--- src/rtl/smsc_pkg.sv ---
// shared constants of the serial master/slave core
// assumes a single system clock; no bus, control bits are plain ports
package smsc_pkg;
  localparam int BYTE_BITS  = 8;
  localparam int FIFO_DEPTH = 8;
  localparam int HALF_W     = 7;
  // master divide ratios for the four rate codes, normal speed
  localparam logic [HALF_W:0] DIV_RATE0 = 8'h04;
  localparam logic [HALF_W:0] DIV_RATE1 = 8'h10;
  localparam logic [HALF_W:0] DIV_RATE2 = 8'h40;
  localparam logic [HALF_W:0] DIV_RATE3 = 8'h80;
  localparam logic [3:0]      LAST_EDGE = 4'hf;
  localparam logic [2:0]      LAST_BIT  = 3'h7;
  localparam logic [7:0]      BYTE_RST  = 8'h00;

  typedef enum logic [0:0] {ST_IDLE = 1'h0, ST_RUN = 1'h1} smsc_state_t;

  // half serial-clock period in system clocks; double rate halves it
  function automatic logic [HALF_W-1:0] rate_half(input logic dbl, input logic [1:0] sel);
    logic [HALF_W:0] d;
    d = DIV_RATE0;
    unique case (sel)
      2'h0: d = DIV_RATE0;
      2'h1: d = DIV_RATE1;
      2'h2: d = DIV_RATE2;
      2'h3: d = DIV_RATE3;
    endcase
    rate_half = dbl ? {1'b0, d[HALF_W:2]} : d[HALF_W:1];
  endfunction

  function automatic logic [7:0] bit_rev(input logic [7:0] x);
    bit_rev = {<<{x}};
  endfunction
endpackage

--- src/rtl/smsc_core.sv ---
// byte serial port, master or slave, with receive fifo
// assumes pins arrive unsynchronised; control bits are driven by local logic
module smsc_core
  import smsc_pkg::*;
(
  input  wire logic       clk,
  input  wire logic       sys_rst,
  input  wire logic       spi_enable,
  input  wire logic       master_write,
  input  wire logic       master_wdata,
  output logic            master_select_bit,
  input  wire logic       bit_order_select,
  input  wire logic       clock_idle_polarity,
  input  wire logic       clock_sample_phase,
  input  wire logic       rate_select_high,
  input  wire logic       rate_select_low,
  input  wire logic       double_rate_bit,
  input  wire logic       transfer_irq_enable,
  input  wire logic       ss_dir_out,
  input  wire logic       user_mosi_dir,
  input  wire logic       user_sck_dir,
  input  wire logic       user_miso_dir,
  input  wire logic       tx_valid,
  output logic            tx_ready,
  input  wire logic [7:0] tx_data,
  input  wire logic       flag_clear,
  output logic            transfer_done_flag,
  output logic            rx_overrun_flag,
  output logic            transfer_irq,
  output logic [7:0]      rx_buf,
  output logic            rx_valid,
  input  wire logic       rx_ready,
  output logic [7:0]      rx_data,
  input  wire logic       sck_in,
  output logic            sck_out,
  output logic            sck_oe_n,
  input  wire logic       mosi_in,
  output logic            mosi_out,
  output logic            mosi_oe_n,
  input  wire logic       miso_in,
  output logic            miso_out,
  output logic            miso_oe_n,
  input  wire logic       ss_n_in
);
  logic [3:0]          sync1_reg;
  logic [3:0]          sync2_reg;
  logic                sck_prev_reg;
  logic                master_reg;
  smsc_state_t         st_reg;
  logic [HALF_W-1:0]   div_reg;
  logic [HALF_W-1:0]   half;
  logic [3:0]          edge_reg;
  logic [7:0]          tx_sr_reg;
  logic [7:0]          rx_sr_reg;
  logic [7:0]          rx_next;
  logic [7:0]          rx_byte;
  logic                sck_reg;
  logic                flag_reg;
  logic                ovr_reg;
  logic                irq_reg;
  logic [7:0]          rx_buf_reg;
  logic                ss_s;
  logic                sck_s;
  logic                master_mode;
  logic                slave_mode;
  logic                slave_sel;
  logic                mode_fault;
  logic                m_tick;
  logic                ev;
  logic                sample;
  logic                done;
  logic                m_end;
  logic                accept;
  logic                in_bit;
  logic                fifo_rdy;
  logic                flag_next;

  // two-flop synchronisers: {miso, mosi, sck, select}
  always_ff @(posedge clk)
    if (sys_rst)
    begin
      sync1_reg <= 4'h1;
      sync2_reg <= 4'h1;
    end
    else
    begin
      sync1_reg <= {miso_in, mosi_in, sck_in, ss_n_in};
      sync2_reg <= sync1_reg;
    end

  assign ss_s  = sync2_reg[0];
  assign sck_s = sync2_reg[1];

  always_ff @(posedge clk)
    if (sys_rst)
      sck_prev_reg <= 1'b0;
    else
      sck_prev_reg <= sck_s;

  assign master_mode = spi_enable & master_reg;
  assign slave_mode  = spi_enable & ~master_reg;
  assign slave_sel   = slave_mode & ~ss_s;
  assign mode_fault  = master_mode & ~ss_dir_out & ~ss_s;
  assign half        = rate_half(double_rate_bit, {rate_select_high, rate_select_low});
  assign m_tick      = (st_reg == ST_RUN) & (div_reg == half - 1'b1);
  // slave edges come from the sampled pin clock, so it must run at most clk/4
  assign ev          = master_mode ? m_tick & ~mode_fault
                                   : slave_sel & (sck_s != sck_prev_reg);
  assign sample      = ~edge_reg[0] ^ clock_sample_phase;
  assign in_bit      = master_mode ? sync2_reg[3] : sync2_reg[2];
  assign done        = ev & sample & (edge_reg[3:1] == LAST_BIT);
  assign m_end       = master_mode & ev & (edge_reg == LAST_EDGE);
  assign rx_next     = {rx_sr_reg[6:0], in_bit};
  assign rx_byte     = bit_order_select ? bit_rev(rx_next) : rx_next;
  assign tx_ready    = master_mode ? (st_reg == ST_IDLE) & fifo_rdy & ~mode_fault
                                   : slave_mode & (edge_reg == 4'h0);
  assign accept      = tx_valid & tx_ready;

  // master select bit: software write, dropped on a select fault
  always_ff @(posedge clk)
    if (sys_rst)
      master_reg <= 1'b0;
    else if (mode_fault)
      master_reg <= 1'b0;
    else if (master_write)
      master_reg <= master_wdata;

  // master clock generator; no byte starts while the receive fifo is full, a running byte is not stalled
  always_ff @(posedge clk)
    if (sys_rst)
    begin
      st_reg  <= ST_IDLE;
      div_reg <= '0;
    end
    else
    begin
      unique case (st_reg)
        ST_IDLE:
        begin
          div_reg <= '0;
          if (accept & master_mode)
            st_reg <= ST_RUN;
        end
        ST_RUN:
        begin
          div_reg <= m_tick ? '0 : div_reg + 1'b1;
          if (m_end | mode_fault | ~master_mode)
            st_reg <= ST_IDLE;
        end
      endcase
    end

  // edge counter and shift registers
  always_ff @(posedge clk)
    if (sys_rst)
    begin
      edge_reg  <= 4'h0;
      rx_sr_reg <= BYTE_RST;
      tx_sr_reg <= BYTE_RST;
    end
    else
    begin
      if ((slave_mode & ss_s) | mode_fault | ~spi_enable)
      begin
        edge_reg  <= 4'h0;
        rx_sr_reg <= BYTE_RST;
      end
      else if (ev)
      begin
        edge_reg <= edge_reg + 1'b1;
        if (sample)
          rx_sr_reg <= rx_next;
        else if (~(clock_sample_phase & (edge_reg == 4'h0)))
          tx_sr_reg <= {tx_sr_reg[6:0], 1'b0};
      end
      if (accept)
        tx_sr_reg <= bit_order_select ? bit_rev(tx_data) : tx_data;
    end

  // serial clock level, idle at the polarity setting
  always_ff @(posedge clk)
    if (sys_rst)
      sck_reg <= 1'b0;
    else if (st_reg == ST_RUN && ev)
      sck_reg <= ~sck_reg;
    else if (st_reg == ST_IDLE)
      sck_reg <= clock_idle_polarity;

  // receive buffer holds the newest byte; the fifo keeps older ones
  always_ff @(posedge clk)
    if (sys_rst)
      rx_buf_reg <= BYTE_RST;
    else if (done)
      rx_buf_reg <= rx_byte;

  assign flag_next = (slave_mode & done) | m_end | mode_fault | (flag_reg & ~flag_clear);

  // flags: a set in the clearing cycle wins; nothing here depends on cpu sleep
  always_ff @(posedge clk)
    if (sys_rst)
    begin
      flag_reg <= 1'b0;
      ovr_reg  <= 1'b0;
      irq_reg  <= 1'b0;
    end
    else
    begin
      flag_reg <= flag_next;
      ovr_reg  <= (done & ~fifo_rdy) | (ovr_reg & ~flag_clear);
      irq_reg  <= flag_next & transfer_irq_enable;
    end

  smsc_fifo #(.WIDTH(BYTE_BITS), .DEPTH(FIFO_DEPTH)) u_rx_fifo (
    .clk       (clk),
    .sys_rst   (sys_rst),
    .in_valid  (done),
    .in_ready  (fifo_rdy),
    .in_data   (rx_byte),
    .out_valid (rx_valid),
    .out_ready (rx_ready),
    .out_data  (rx_data)
  );

  assign master_select_bit  = master_reg;
  assign transfer_done_flag = flag_reg;
  assign rx_overrun_flag    = ovr_reg;
  assign transfer_irq       = irq_reg;
  assign rx_buf             = rx_buf_reg;
  assign sck_out            = sck_reg;
  assign mosi_out           = tx_sr_reg[7];
  assign miso_out           = tx_sr_reg[7];
  assign sck_oe_n           = ~(master_mode & user_sck_dir);
  assign mosi_oe_n          = ~(master_mode & user_mosi_dir);
  assign miso_oe_n          = ~(slave_sel & user_miso_dir);

  a_master_start: assert property (@(posedge clk) disable iff (sys_rst)
    accept & master_mode |=> st_reg == ST_RUN)
    else $error("master write did not start clock");
  a_master_end: assert property (@(posedge clk) disable iff (sys_rst)
    m_end |=> flag_reg && st_reg == ST_IDLE)
    else $error("master byte end without flag or stop");
  a_irq_follow: assert property (@(posedge clk) disable iff (sys_rst)
    $rose(flag_reg) && transfer_irq_enable |-> transfer_irq)
    else $error("interrupt missing after done flag");
  a_rx_buffer: assert property (@(posedge clk) disable iff (sys_rst)
    done |=> rx_buf_reg == $past(rx_byte))
    else $error("receive buffer not updated");
  a_slave_idle: assert property (@(posedge clk) disable iff (sys_rst)
    slave_mode & ss_s |-> miso_oe_n ##1 (edge_reg == 4'h0 || !slave_mode))
    else $error("slave active while deselected");
  a_slave_flag: assert property (@(posedge clk) disable iff (sys_rst)
    slave_mode & done |=> flag_reg)
    else $error("slave byte without done flag");
  a_fault_drop: assert property (@(posedge clk) disable iff (sys_rst)
    mode_fault |=> !master_reg && flag_reg && st_reg == ST_IDLE)
    else $error("select fault not handled");
  a_miso_input: assert property (@(posedge clk) disable iff (sys_rst)
    master_mode |-> miso_oe_n && (sck_oe_n == !user_sck_dir))
    else $error("master pin directions wrong");
  a_sck_idle: assert property (@(posedge clk) disable iff (sys_rst)
    st_reg == ST_IDLE [*2] |-> sck_out == $past(clock_idle_polarity))
    else $error("serial clock not at idle level");
  a_slave_hold: assert property (@(posedge clk) disable iff (sys_rst)
    slave_mode & ss_s & ~accept |=> tx_sr_reg == $past(tx_sr_reg))
    else $error("slave data moved while deselected");
  a_slave_reset: assert property (@(posedge clk) disable iff (sys_rst)
    slave_mode & ss_s |=> rx_sr_reg == BYTE_RST)
    else $error("partial bits kept after deselect");
  a_tx_busy: assert property (@(posedge clk) disable iff (sys_rst)
    master_mode && st_reg == ST_RUN |-> !tx_ready)
    else $error("transmit byte taken during shift");
  a_rx_push: assert property (@(posedge clk) disable iff (sys_rst)
    done & fifo_rdy |=> rx_valid)
    else $error("finished byte not queued");
  a_irq_gated: assert property (@(posedge clk) disable iff (sys_rst)
    !transfer_irq_enable |=> !transfer_irq)
    else $error("interrupt raised while disabled");
  a_slave_pins: assert property (@(posedge clk) disable iff (sys_rst)
    slave_mode |-> sck_oe_n && mosi_oe_n)
    else $error("slave drives clock or data-out pin");
  a_sck_toggle: assert property (@(posedge clk) disable iff (sys_rst)
    st_reg == ST_RUN && ev |=> sck_out != $past(sck_out))
    else $error("serial clock missed an edge");
endmodule // smsc_core

--- src/rtl/smsc_fifo.sv ---
// receive byte fifo with valid/ready on both sides
// assumes one clock and a synchronous active-high reset
module smsc_fifo #(
  parameter int WIDTH = 8,
  parameter int DEPTH = 8
) (
  input  wire logic             clk,
  input  wire logic             sys_rst,
  input  wire logic             in_valid,
  output logic                  in_ready,
  input  wire logic [WIDTH-1:0] in_data,
  output logic                  out_valid,
  input  wire logic             out_ready,
  output logic      [WIDTH-1:0] out_data
);
  localparam int AW = $clog2(DEPTH);
  logic [WIDTH-1:0] mem [DEPTH];
  logic [AW-1:0]    wr_reg;
  logic [AW-1:0]    rd_reg;
  logic [AW:0]      cnt_reg;
  logic             push;
  logic             pop;

  assign in_ready  = cnt_reg != (AW+1)'(DEPTH);
  assign out_valid = cnt_reg != '0;
  assign push      = in_valid & in_ready;
  assign pop       = out_valid & out_ready;
  assign out_data  = mem[rd_reg];

  always_ff @(posedge clk)
    if (push)
      mem[wr_reg] <= in_data;

  always_ff @(posedge clk)
    if (sys_rst)
    begin
      wr_reg  <= '0;
      rd_reg  <= '0;
      cnt_reg <= '0;
    end
    else
    begin
      if (push)
        wr_reg <= (wr_reg == AW'(DEPTH-1)) ? '0 : wr_reg + 1'b1;
      if (pop)
        rd_reg <= (rd_reg == AW'(DEPTH-1)) ? '0 : rd_reg + 1'b1;
      cnt_reg <= cnt_reg + (AW+1)'(push) - (AW+1)'(pop);
    end
endmodule // smsc_fifo

--- config.mk ---
export PLATFORM = sky130hd
export DESIGN_NAME = smsc_core
export DESIGN_NICKNAME = d
export VERILOG_FILES = /design/src/rtl/smsc_pkg.sv /design/src/rtl/smsc_core.sv /design/src/rtl/smsc_fifo.sv
export SDC_FILE = /design/constraint.sdc
export NUM_CORES = 1
export LEC_CHECK = 0
export ABC_AREA = 1
export ABC_CLOCK_PERIOD_IN_PS = 3000
export CORE_MARGIN = 5
export CORE_UTILIZATION = 50
export DETAILED_ROUTE_END_ITERATION = 8
export DONT_BUFFER_PORTS = 1
export SLEW_MARGIN = 10
export SYNTH_ARGS = -nofsm -noshare
export SYNTH_HDL_FRONTEND = slang
export SYNTH_SLANG_ARGS = --single-unit
--- constraint.sdc ---
create_clock -name clk -period 3 [get_ports clk]
set_clock_uncertainty 0.05 [all_clocks]
set_input_delay 0.6 -clock clk [delete_from_list [all_inputs] [get_ports clk]]
set_output_delay 0.6 -clock clk [all_outputs]
set_load 0.1 [all_outputs]
# After elaboration in Yosys (flattened, before gate mapping)
# Memories as Yosys holds them, arrays and structs flattened. A register that Yosys moved wholly into a read port is not among the register bits.
# Cells that the tools add are included.
op_classes:
  bitwise_logic: 52
  n_reduce_logical: 9
  n_mul: 0
  add_sub_neg: 7
  magnitude_cmp: 0
  eq_ne: 14
  n_mux: 25
  shifts: 0
  div: 0
op_table:
  columns: ["operator", "n"]
  rows:
  - ["two-way mux 8 bit", 7]
  - ["one-hot mux 8 bit (4 select lines)", 1]
  - ["AND 1 bit", 29]
  - ["two-way mux 7 bit", 2]
  - ["NOT 1 bit", 14]
  - ["one-hot mux 7 bit (2 select lines)", 1]
  - ["two-way mux 3 bit", 4]
  - ["== test 3 bit, second input constant", 3]
  - ["two-way mux 1 bit", 9]
  - ["bitwise OR 1 bit", 8]
  - ["adder 7 x 1 -> 7 bit, second input constant", 1]
  - ["== test 7 bit", 1]
  - ["subtractor 7 x 1 -> 7 bit, second input constant", 1]
  - ["adder 3 x 1 -> 3 bit, second input constant", 2]
  - ["adder 4 x 1 -> 4 bit", 1]
  - ["adder 4 x 1 -> 4 bit, second input constant", 1]
  - ["== test 2 bit, second input constant", 2]
  - ["== test 4 bit, second input constant", 1]
  - ["zero test 4 bit", 1]
  - ["!= test 2 x 1 -> 1 bit, second input constant", 2]
  - ["!= test 2 bit, second input constant", 2]
  - ["!= test 4 bit, second input constant", 1]
  - ["AND reduction 4 bit", 1]
  - ["nonzero test 4 bit", 1]
  - ["10 further kinds", 11]
word_totals:
  mem_count: 1
  romBits: 0
  word_cells: 125
  output_inout_bits: 28
  ramBits: 64
  input_bits: 31
  regBits: 59
  latch_bits: 0
memory_table:
  columns: ["memory", "depth", "word_bits", "rd", "rd_clocked_by_memory_dff", "wr", "line_no", "text"]
  rows:
  - ["u_rx_fifo.mem", 8, 8, 1, 1, 1, "smsc_fifo.sv:17", "logic [WIDTH-1:0] mem [DEPTH];"]

# Longest topological paths before layout
# Gate-level depths: netlist of run 1.
depth:
  word_depth: 15
  depth_mapped: 16
  mapped_depth_nobuf: 15

# Hierarchy
# A second synthesis of run 1 with hierarchy kept.
hier_totals:
  hier_cells: 712
  area_unflattened_um2: 5947.0
by_module_without_submodules:
  columns: ["mod", "cells_each", "seq_area_each_um2", "area_per_inst_um2", "instances"]
  rows:
  - ["smsc_fifo", 375, 2182.1, 3590.9, 1]
  - ["smsc_core", 337, 980.9, 2356.0, 1]

# Worst setup path before layout of run 1
# Ideal clock, no wire load.
synth_path:
  path_kind: "reg-to-output"
  startpoint: "register (tool-made name)"
  endpoint: "output rx_data[0]"
  path_slack_ps: -196
  stages_incl_launch_ff: 6
  required_ps: 2350
  t_arrival_ps: 2546
  path_buffers: 1
  cell_sequence: "dfxtp_1 clkbuf_1 nor2_1 nor2_1 o21ai_0 a31oi_1"
synth_lines:
  columns: ["item", "line_no", "text"]
  rows:
  - ["end: declaration", "smsc_core.sv:33", "output logic [7:0] rx_data,"]

==> results.txt, run 1 <==
run status: finished clean
Setup WS post-layout: 0.165 ns
met1 WL: 5240 microns
Die Y: 116 microns
Residual DRC: 0
r2r setup slk: 0.58 ns
CTS Hold Buffers Added: 0
Ys Warns: 0
final setup fails: 0
CP Max Fanout: 15
Initial Util: 51.4%
Post-Place Setup Slack: 0.332 ns
dpl hpwl: 8530 microns
Via density: 5.25
number of global-route vias before repair: 4035
CTS tree: built
global-route wire length before repair: 19700 microns
gr usage total: 19.3%
Final Hold Vio Count: 0
FMAX: 353 MHz
post-CTS setup buffer count: 0
CP arrival: 2.19 ns
Routed Antenna Nets: 0
H-tree depth: 4
syn avg cell area: 9.11 sq um
initial antenna violation count: 0
Net Sw Frac: 34.2%
I/O Pins: 59
max reg flops: 64
flops & latches, synth: 126
Clk pin slew, worst setup/hold paths: 0.06 ns
Port Buffers: 0
worst skew pair latency: 0.52 ns
WL met3: 686 microns
Reg power frac: 33.3%
gr ovfl total: 0
layout cells sized above 1: 14.6%
Die Wd: 116 microns
die area: 13400 sq um
Nets: 689
Synth-to-Final Area Change: 18.9%
Lkg Pwr: 2.63 nW
FILL cells: 922
Vias: 4187
top sig layer: met4
routability cong.: 0.867
Num CTS Buffers: 17
Post-CTS Resized: 0
combinational share of power: 31.1%
Clk pwr share: 35.6%
Netlist cell types: 44
Post-Route WL: 12100 microns
CP endpoint kind: primary output
unrepaired setup endpoints after global routing: no
maximum vdd drop: 0.000611 V
Seq/Total Area, Yosys: 56.5%
largest net degree at the start of global routing: 35
worst slew pin tran: 1.12 ns
routed len/inst: 15.2 microns
ANT cells: 0
Final min period: 2.84 ns
internal cell power: 3.77 mW
core area: 10900 sq um
HP Class: primary input to flip-flop
post-synthesis cell count: 614
row count: 38
DP Cell Count: 765
Worst EP required: 2.35 ns
Max-Cap Viols: 0
Pins Over Slew Limit: 0
mapped cell area: 5600 sq um
slew margin rel.: 24.2%
Layout Cells excl Fill: 797
pwr dens: 861 nW/um^2
Root Buffer: clkbuf_8
Worst setup SP type: flip-flop
Crit Path Class: flip-flop to primary output
period utilization: 94.5%
post-synth net total: 659
clk sink count: 126
clk buf depth: 2
Hold Slack: 0.0950 ns
Net Sw Power: 1.96 mW
initial DRC count: 222
Met2 Routed Length: 6040 microns
DR pass1 iterations: 5
==> final timing paths <==
check / from / endpoint / cells past startpoint
max: flip-flop / rx_data[4] / 7
max reg2reg: st_reg / u_rx_fifo.mem[2][6] / 10
min reg2reg: sync1_reg[1] / sync2_reg[1] / 2
min: sys_rst / sync2_reg[1] / 1
==> layout by cell type, fill, tap and decap left out, drive strengths merged, types with 2 or more instances in the layout <==
cell and count:
nor2 114, nand2 112, edfxtp 64, dfxtp 62, inv 62, o21ai 51, buf 32, a21oi 31
nand3 29, clkbuf 19, ha 13, a31oi 9, clkinv 9, o22ai 8, o211ai 7, xor2 5
nor3 5, nand4 5, bufinv 4, or2 4, mux2i 2, clkinvlp 2
==> final cells by class <==
type                       count  area [sq um]  share of cell area, %
sequential                   126          3160                   47.6
clock inverter                13           171                   2.58
timing repair buffer          32           340                   5.12
tap                          140           175                   2.63
multi-input combinational    403          2130                   32.1
clock buffer                  19           422                   6.34
inverter                      64           245                   3.69
==> cell usage after synthesis (all sizes together) <==
master / count / area share [%]
a31oi: 9 / 1.0
inv: 62 / 4.2
o22ai: 8 / 0.89
a21o: 1 / 0.13
nand3: 29 / 2.9
clkinv: 2 / 0.13
a21oi: 31 / 3.0
o211a: 1 / 0.18
buf: 4 / 0.69
o31ai: 1 / 0.13
o211ai: 7 / 0.94
o21ai: 51 / 4.6
a21boi: 1 / 0.13
fa: 1 / 0.36
edfxtp: 64 / 34
nand2: 112 / 8.3
o21bai: 1 / 0.13
xor2: 5 / 0.78
nor3: 5 / 0.45
clkbuf: 17 / 1.1
dfxtp: 62 / 22
or2: 4 / 0.45
nand3b: 1 / 0.13
ha: 13 / 2.9
nor2: 114 / 8.2
mux2i: 2 / 0.36
xnor2: 1 / 0.16
nand4: 5 / 1.1
==> stage by stage <==
step | setup TNS [ns] | instance area [sq um] | utilization, % | power [mW]
6_report | 0 | 6650 | 61.1 | 5.73
5_1_grt | 0 | 6650 | 61.1 | 5.99
4_1_cts | 0 | 6650 | 61.1 | 5.78
3_5_place_dp | 0 | 6060 | 55.7 | 3.73
3_3_place_gp | 0 | 6060 | 55.7 | 3.71
2_1_floorplan | -0.390 | 5630 | - | 3.19
==> logic make-up (layout without fill, tap and decap cells) <==
logic type	Yosys count	after routing	synth area share [%]
AOI/OAI and AO/OA	111	111	11.2
DFF	126	126	56.5
and+or+nand+nor	270	270	21.5
xor gates and xnor gates	6	6	0.939
buffers and inverters	85	128	6.22
muxes	2	2	0.358
adders and majority gates	14	14	3.26
==> critical path, stage by stage (launching register included) <==
cell,delay (ns)
dfxtp_1,0.33
inv_1,0.33
buf_4,0.24
nor2_1,0.05
o22ai_1,0.19
nor2_1,0.08
a31oi_2,0.23
buf_12,0.21
==> power groups by stage <==
stage | registers [mW] | logic [mW] | clock network (mW)
final | 1.91 | 1.78 | 2.04
after global routing | 1.91 | 1.92 | 2.16
after CTS | 1.91 | 1.80 | 2.07
after detailed placement | 1.94 | 1.79 | 0
after global placement | 1.94 | 1.77 | 0
after floorplan | 1.94 | 1.25 | 0
==> per-layer routing <==
metal | vias up | track usage (%)
li1 | 2110 | -
met1 | 1959 | 23.8
met2 | 99 | 32.2
met3 | 19 | 5.69
met4 | 0 | 6.96
met5 | - | 0
Note: power is estimated with default switching activity, not from simulation.
==> inputs of run 2 (changes only) <==
Settings changed: CORE_UTILIZATION 50 to 55, PLACE_DENSITY set to 0.66.
==> results.txt, run 2 (synthesis results as in run 1) <==
Post-Route WL: 12500 microns
largest net degree at the start of global routing: 35
Final Hold Vio Count: 0
commonest non-fill, non-tap cell in the layout: nor2_1
Max-Cap Viols: 0
DP Area: 6030 sq um
Worst EP required: 2.35 ns
ANT cells: 0
pwr dens: 854 nW/um^2
slew margin rel.: 32.2%
Initial Util: 56.7%
combinational share of power: 32.0%
internal cell power: 3.70 mW
fin area: 6630 sq um
DR pass1 iterations: 5
reg2reg end: u_rx_fifo.mem[1][5]
run status: finished clean
routed len/inst: 15.8 microns
die area: 12300 sq um
clk buf depth: 2
crit path buf inv count: 3
Die Y: 111 microns
H-tree depth: 4
CTS tree: built
Clk pin slew, worst setup/hold paths: 0.05 ns
Pins Over Slew Limit: 0
Net Sw Frac: 34.6%
routability cong.: 0.900
r2r setup slk: 0.53 ns
unrepaired setup endpoints after global routing: no
Residual DRC: 0
HP Class: primary input to flip-flop
initial antenna violation count: 0
row count: 36
clk sink count: 126
gr usage total: 21.0%
layout cells sized above 1: 14.4%
WHS Endpoint: tx_sr_reg[7]
CP max stage cell: dfxtp_1
Worst path max stage delay: 0.53 ns
global-route wire length before repair: 20700 microns
Clk pwr share: 34.0%
Reg power frac: 33.9%
maximum vdd drop: 0.000924 V
Lkg Pwr: 2.62 nW
Crit Path Class: flip-flop to primary output
Via density: 5.45
final setup fails: 0
number of global-route vias before repair: 4303
Root Buffer: clkbuf_8
Worst setup SP type: flip-flop
worst skew pair latency: 0.51 ns
CP endpoint kind: primary output
FMAX: 345 MHz
worst slew pin tran: 1.02 ns
initial DRC count: 253
CTS Hold Buffers Added: 0
Largest delay share family, worst path: buffers and inverters
cells along the critical path: clkinvlp_4, buf_4, o21ai_0, o22ai_1, nor2_1, a31oi_2, buf_12
dpl hpwl: 8680 microns
max reg flops: 64
Routed Antenna Nets: 0
CP Depth: 7
Final min period: 2.90 ns
period utilization: 96.7%
Num CTS Buffers: 17
worst hold start: sys_rst
Die Wd: 111 microns
Synth-to-Final Area Change: 18.4%
cells on worst reg2reg path: 10
I/O Pins: 59
most frequent cells in the layout: nor2_1 (109), nand2_1 (107), edfxtp_1 (64)
Net Sw Power: 1.96 mW
Vias: 4307
gr ovfl total: 0
Setup TNS Final: 0 ns
Nets: 690
Port Buffers: 0
core area: 9860 sq um
hold path depth: 1
CP Max Fanout: 9
CP arrival: 2.25 ns
reg-to-reg startpoint: st_reg
==> run 2: how the worst max path moves through the flow <==
stage,start,to,slack (ns)
2_1_floorplan,flip-flop,rx_data[5],-0.20
3_3_place_gp,spi_enable,u_rx_fifo.mem[1][3],0.43
3_5_place_dp,spi_enable,u_rx_fifo.mem[1][3],0.31
4_1_cts,flip-flop,rx_data[5],0.03
5_1_grt,flip-flop,rx_data[6],0.02
6_report,flip-flop,rx_data[5],0.1
==> run 2: cell type report <==
| type | count | area (sq um) |
|---|---|---|
| Timing Repair inverter | 1 | 7.51 |
| Sequential cell | 126 | 3160 |
| Fill cell | 743 | 3240 |
| Inverter | 64 | 249 |
| Timing Repair Buffer | 32 | 348 |
| Clock inverter | 10 | 123 |
| Clock buffer | 22 | 433 |
| Multi-Input combinational cell | 403 | 2130 |
| Tap cell | 133 | 166 |
==> run 2: layer usage <==
layer / global-route usage, % / vias to the layer above / part of all wire [%]
li1: - / 2110 / -
met1: 25.4 / 2009 / 41
met2: 34.5 / 163 / 49
met3: 6.33 / 25 / 7.2
met4: 9.44 / 0 / 2.8
met5: 0 / - / 0
==> run 2: metrics by stage <==
stage / setup slack, ns / total power [mW] / hold slack, ns / cells / util, %
5_1_grt: 0.0188 / 5.92 / 0.0765 / 791 / 67.2
3_5_place_dp: 0.305 / 3.73 / 0.349 / 755 / 61.1
3_3_place_gp: 0.429 / 3.71 / 0.345 / 755 / 61.1
4_1_cts: 0.0330 / 5.66 / 0.0828 / 787 / 66.7
2_1_floorplan: -0.195 / 3.19 / 0.338 / 614 / -
6_report: 0.0977 / 5.66 / 0.106 / 791 / 67.2
==> run 2: repair_timing <==
item,4_1_cts,5_1_grt
buffers inserted,0,3
endpoints found under the setup margin,0,7
endpoints found under the hold margin,0,0
gates resized for setup,0,4
==> run 2: power groups by stage <==
| stage | clock, mW | combinational [mW] | sequential [mW] |
|---|---|---|---|
| floorplan | 0 | 1.25 | 1.94 |
| global placement | 0 | 1.76 | 1.94 |
| detailed placement | 0 | 1.79 | 1.94 |
| CTS | 1.95 | 1.79 | 1.91 |
| global route | 2.04 | 1.95 | 1.93 |
| finish | 1.93 | 1.81 | 1.92 |
==> inputs of run 3 (changes only) <==
Settings changed: CORE_ASPECT_RATIO set to 0.75, PLACE_DENSITY 0.66 to unset, PLACE_DENSITY_LB_ADDON set to 0.12.
==> results.txt, run 3 (synthesis results as in run 1) <==
combinational share of power: 32.1%
CP Max Fanout: 24
unrepaired setup endpoints after global routing: no
r2r setup slk: 0.55 ns
FMAX: 354 MHz
Overall Power: 5.60 mW
CP arrival: 2.18 ns
Post-Place Setup Slack: 0.292 ns
Routed Antenna Nets: 0
Pins Over Slew Limit: 0
ANT cells: 0
slew margin rel.: 31.2%
period utilization: 94.2%
Setup TNS Final: 0 ns
CTS Hold Buffers Added: 0
Final min period: 2.83 ns
Die Wd: 126 microns
most frequent cells in the layout: nor2_1 (109), nand2_1 (107), edfxtp_1 (64)
commonest non-fill, non-tap cell in the layout: nor2_1
run status: finished clean
Clk pin slew, worst setup/hold paths: 0.06 ns
Vias: 4226
CTS tree: built
Worst setup SP type: flip-flop
Net Sw Power: 2.03 mW
final core occ: 67.3%
fin area: 6600 sq um
gr usage total: 21.2%
Initial Util: 57.0%
die area: 12300 sq um
I/O Pins: 59
clk buf depth: 2
Worst EP required: 2.35 ns
gr ovfl total: 0
FILL cells: 769
Lkg Pwr: 2.60 nW
largest net degree at the start of global routing: 35
Post-Route WL: 12500 microns
number of global-route vias before repair: 4051
global-route wire length before repair: 20400 microns
reg-to-reg startpoint: master_select_bit
Reg power frac: 34.3%
internal cell power: 3.56 mW
HP Class: primary input to flip-flop
Num CTS Buffers: 17
CP endpoint kind: primary output
pwr dens: 848 nW/um^2
Nets: 689
clk sink count: 126
Setup WS post-layout: 0.173 ns
DR pass1 iterations: 5
dpl hpwl: 8810 microns
initial antenna violation count: 0
final setup fails: 0
Net Sw Frac: 36.3%
layout cells sized above 1: 14.9%
Die Y: 97.4 microns
Crit Path Class: flip-flop to primary output
routed len/inst: 15.9 microns
reg2reg end: u_rx_fifo.mem[2][2]
DP Area: 6050 sq um
core area: 9810 sq um
maximum vdd drop: 0.000607 V
initial DRC count: 321
CP endpoint: rx_data[7]
worst hold start: sys_rst
hold path depth: 1
Root Buffer: clkbuf_16
cells on worst reg2reg path: 8
routability cong.: 0.848
worst skew pair latency: 0.41 ns
Max-Cap Viols: 0
Synth-to-Final Area Change: 18.0%
Residual DRC: 0
row count: 31
Via density: 5.36
worst slew pin tran: 1.03 ns
max reg flops: 64
H-tree depth: 4
Port Buffers: 0
Clk pwr share: 33.6%
Final Hold Vio Count: 0
-- run 3: cell types whose count changed in the layout (fill, tap and decap cells not counted), sizes merged --
cell / before / now
bufinv: 3 / 1
clkinv: 9 / 10
inv: 61 / 62
clkbuf: 22 / 17
clkinvlp: 2 / 6
-- run 3: per-layer routing --
metal / GRT usage (%) / part of all wire, %
met1: 29.3 / 47
met2: 31.7 / 45
met3: 6.43 / 6.3
met4: 7.34 / 1.4
met5: 0 / 0
-- run 3: worst min path at each step --
stage                   end  slack, ns
2_1_floorplan  sync2_reg[1]       0.34
3_3_place_gp   sync2_reg[1]       0.34
3_5_place_dp   sync2_reg[0]       0.34
4_1_cts        tx_sr_reg[7]       0.18
5_1_grt        tx_sr_reg[7]       0.17
6_report       tx_sr_reg[7]       0.19
-- run 3: timing repair --
item | CTS | global route
buffers inserted | 0 | 0
resized for setup | 0 | 1
setup endpoints to repair | 0 | 2
-- run 3: stage by stage --
stage	std cells	hold slack, ns
global route	789	0.174
global placement	757	0.342
finish	789	0.194
detailed placement	757	0.344
floorplan	614	0.338
CTS	789	0.177
-- run 3: layout make-up --
type | instances | area, sq um | share of cell area (%)
Clock buffer | 17 | 425 | 6.44
Clock inverter | 15 | 124 | 1.88
Inverter | 64 | 249 | 3.77
Multi-Input combinational cell | 403 | 2130 | 32.3
Sequential cell | 126 | 3160 | 47.9
Tap cell | 132 | 165 | 2.50
Timing Repair Buffer | 32 | 340 | 5.15
-- run 3: power by group through the flow --
stage / combinational, mW / sequential (mW) / clock, mW
2_1_floorplan: 1.25 / 1.94 / 0
3_3_place_gp: 1.77 / 1.95 / 0
3_5_place_dp: 1.80 / 1.95 / 0
4_1_cts: 1.80 / 1.92 / 1.91
5_1_grt: 1.91 / 1.93 / 1.98
6_report: 1.79 / 1.92 / 1.88
-- run 3: worst max-delay path, stage by stage (launching register included) --
cell	delay, ns
dfxtp_1	0.52
buf_4	0.33
nor2_1	0.11
o22ai_1	0.27
nor2_1	0.10
a31oi_2	0.22
buf_12	0.20
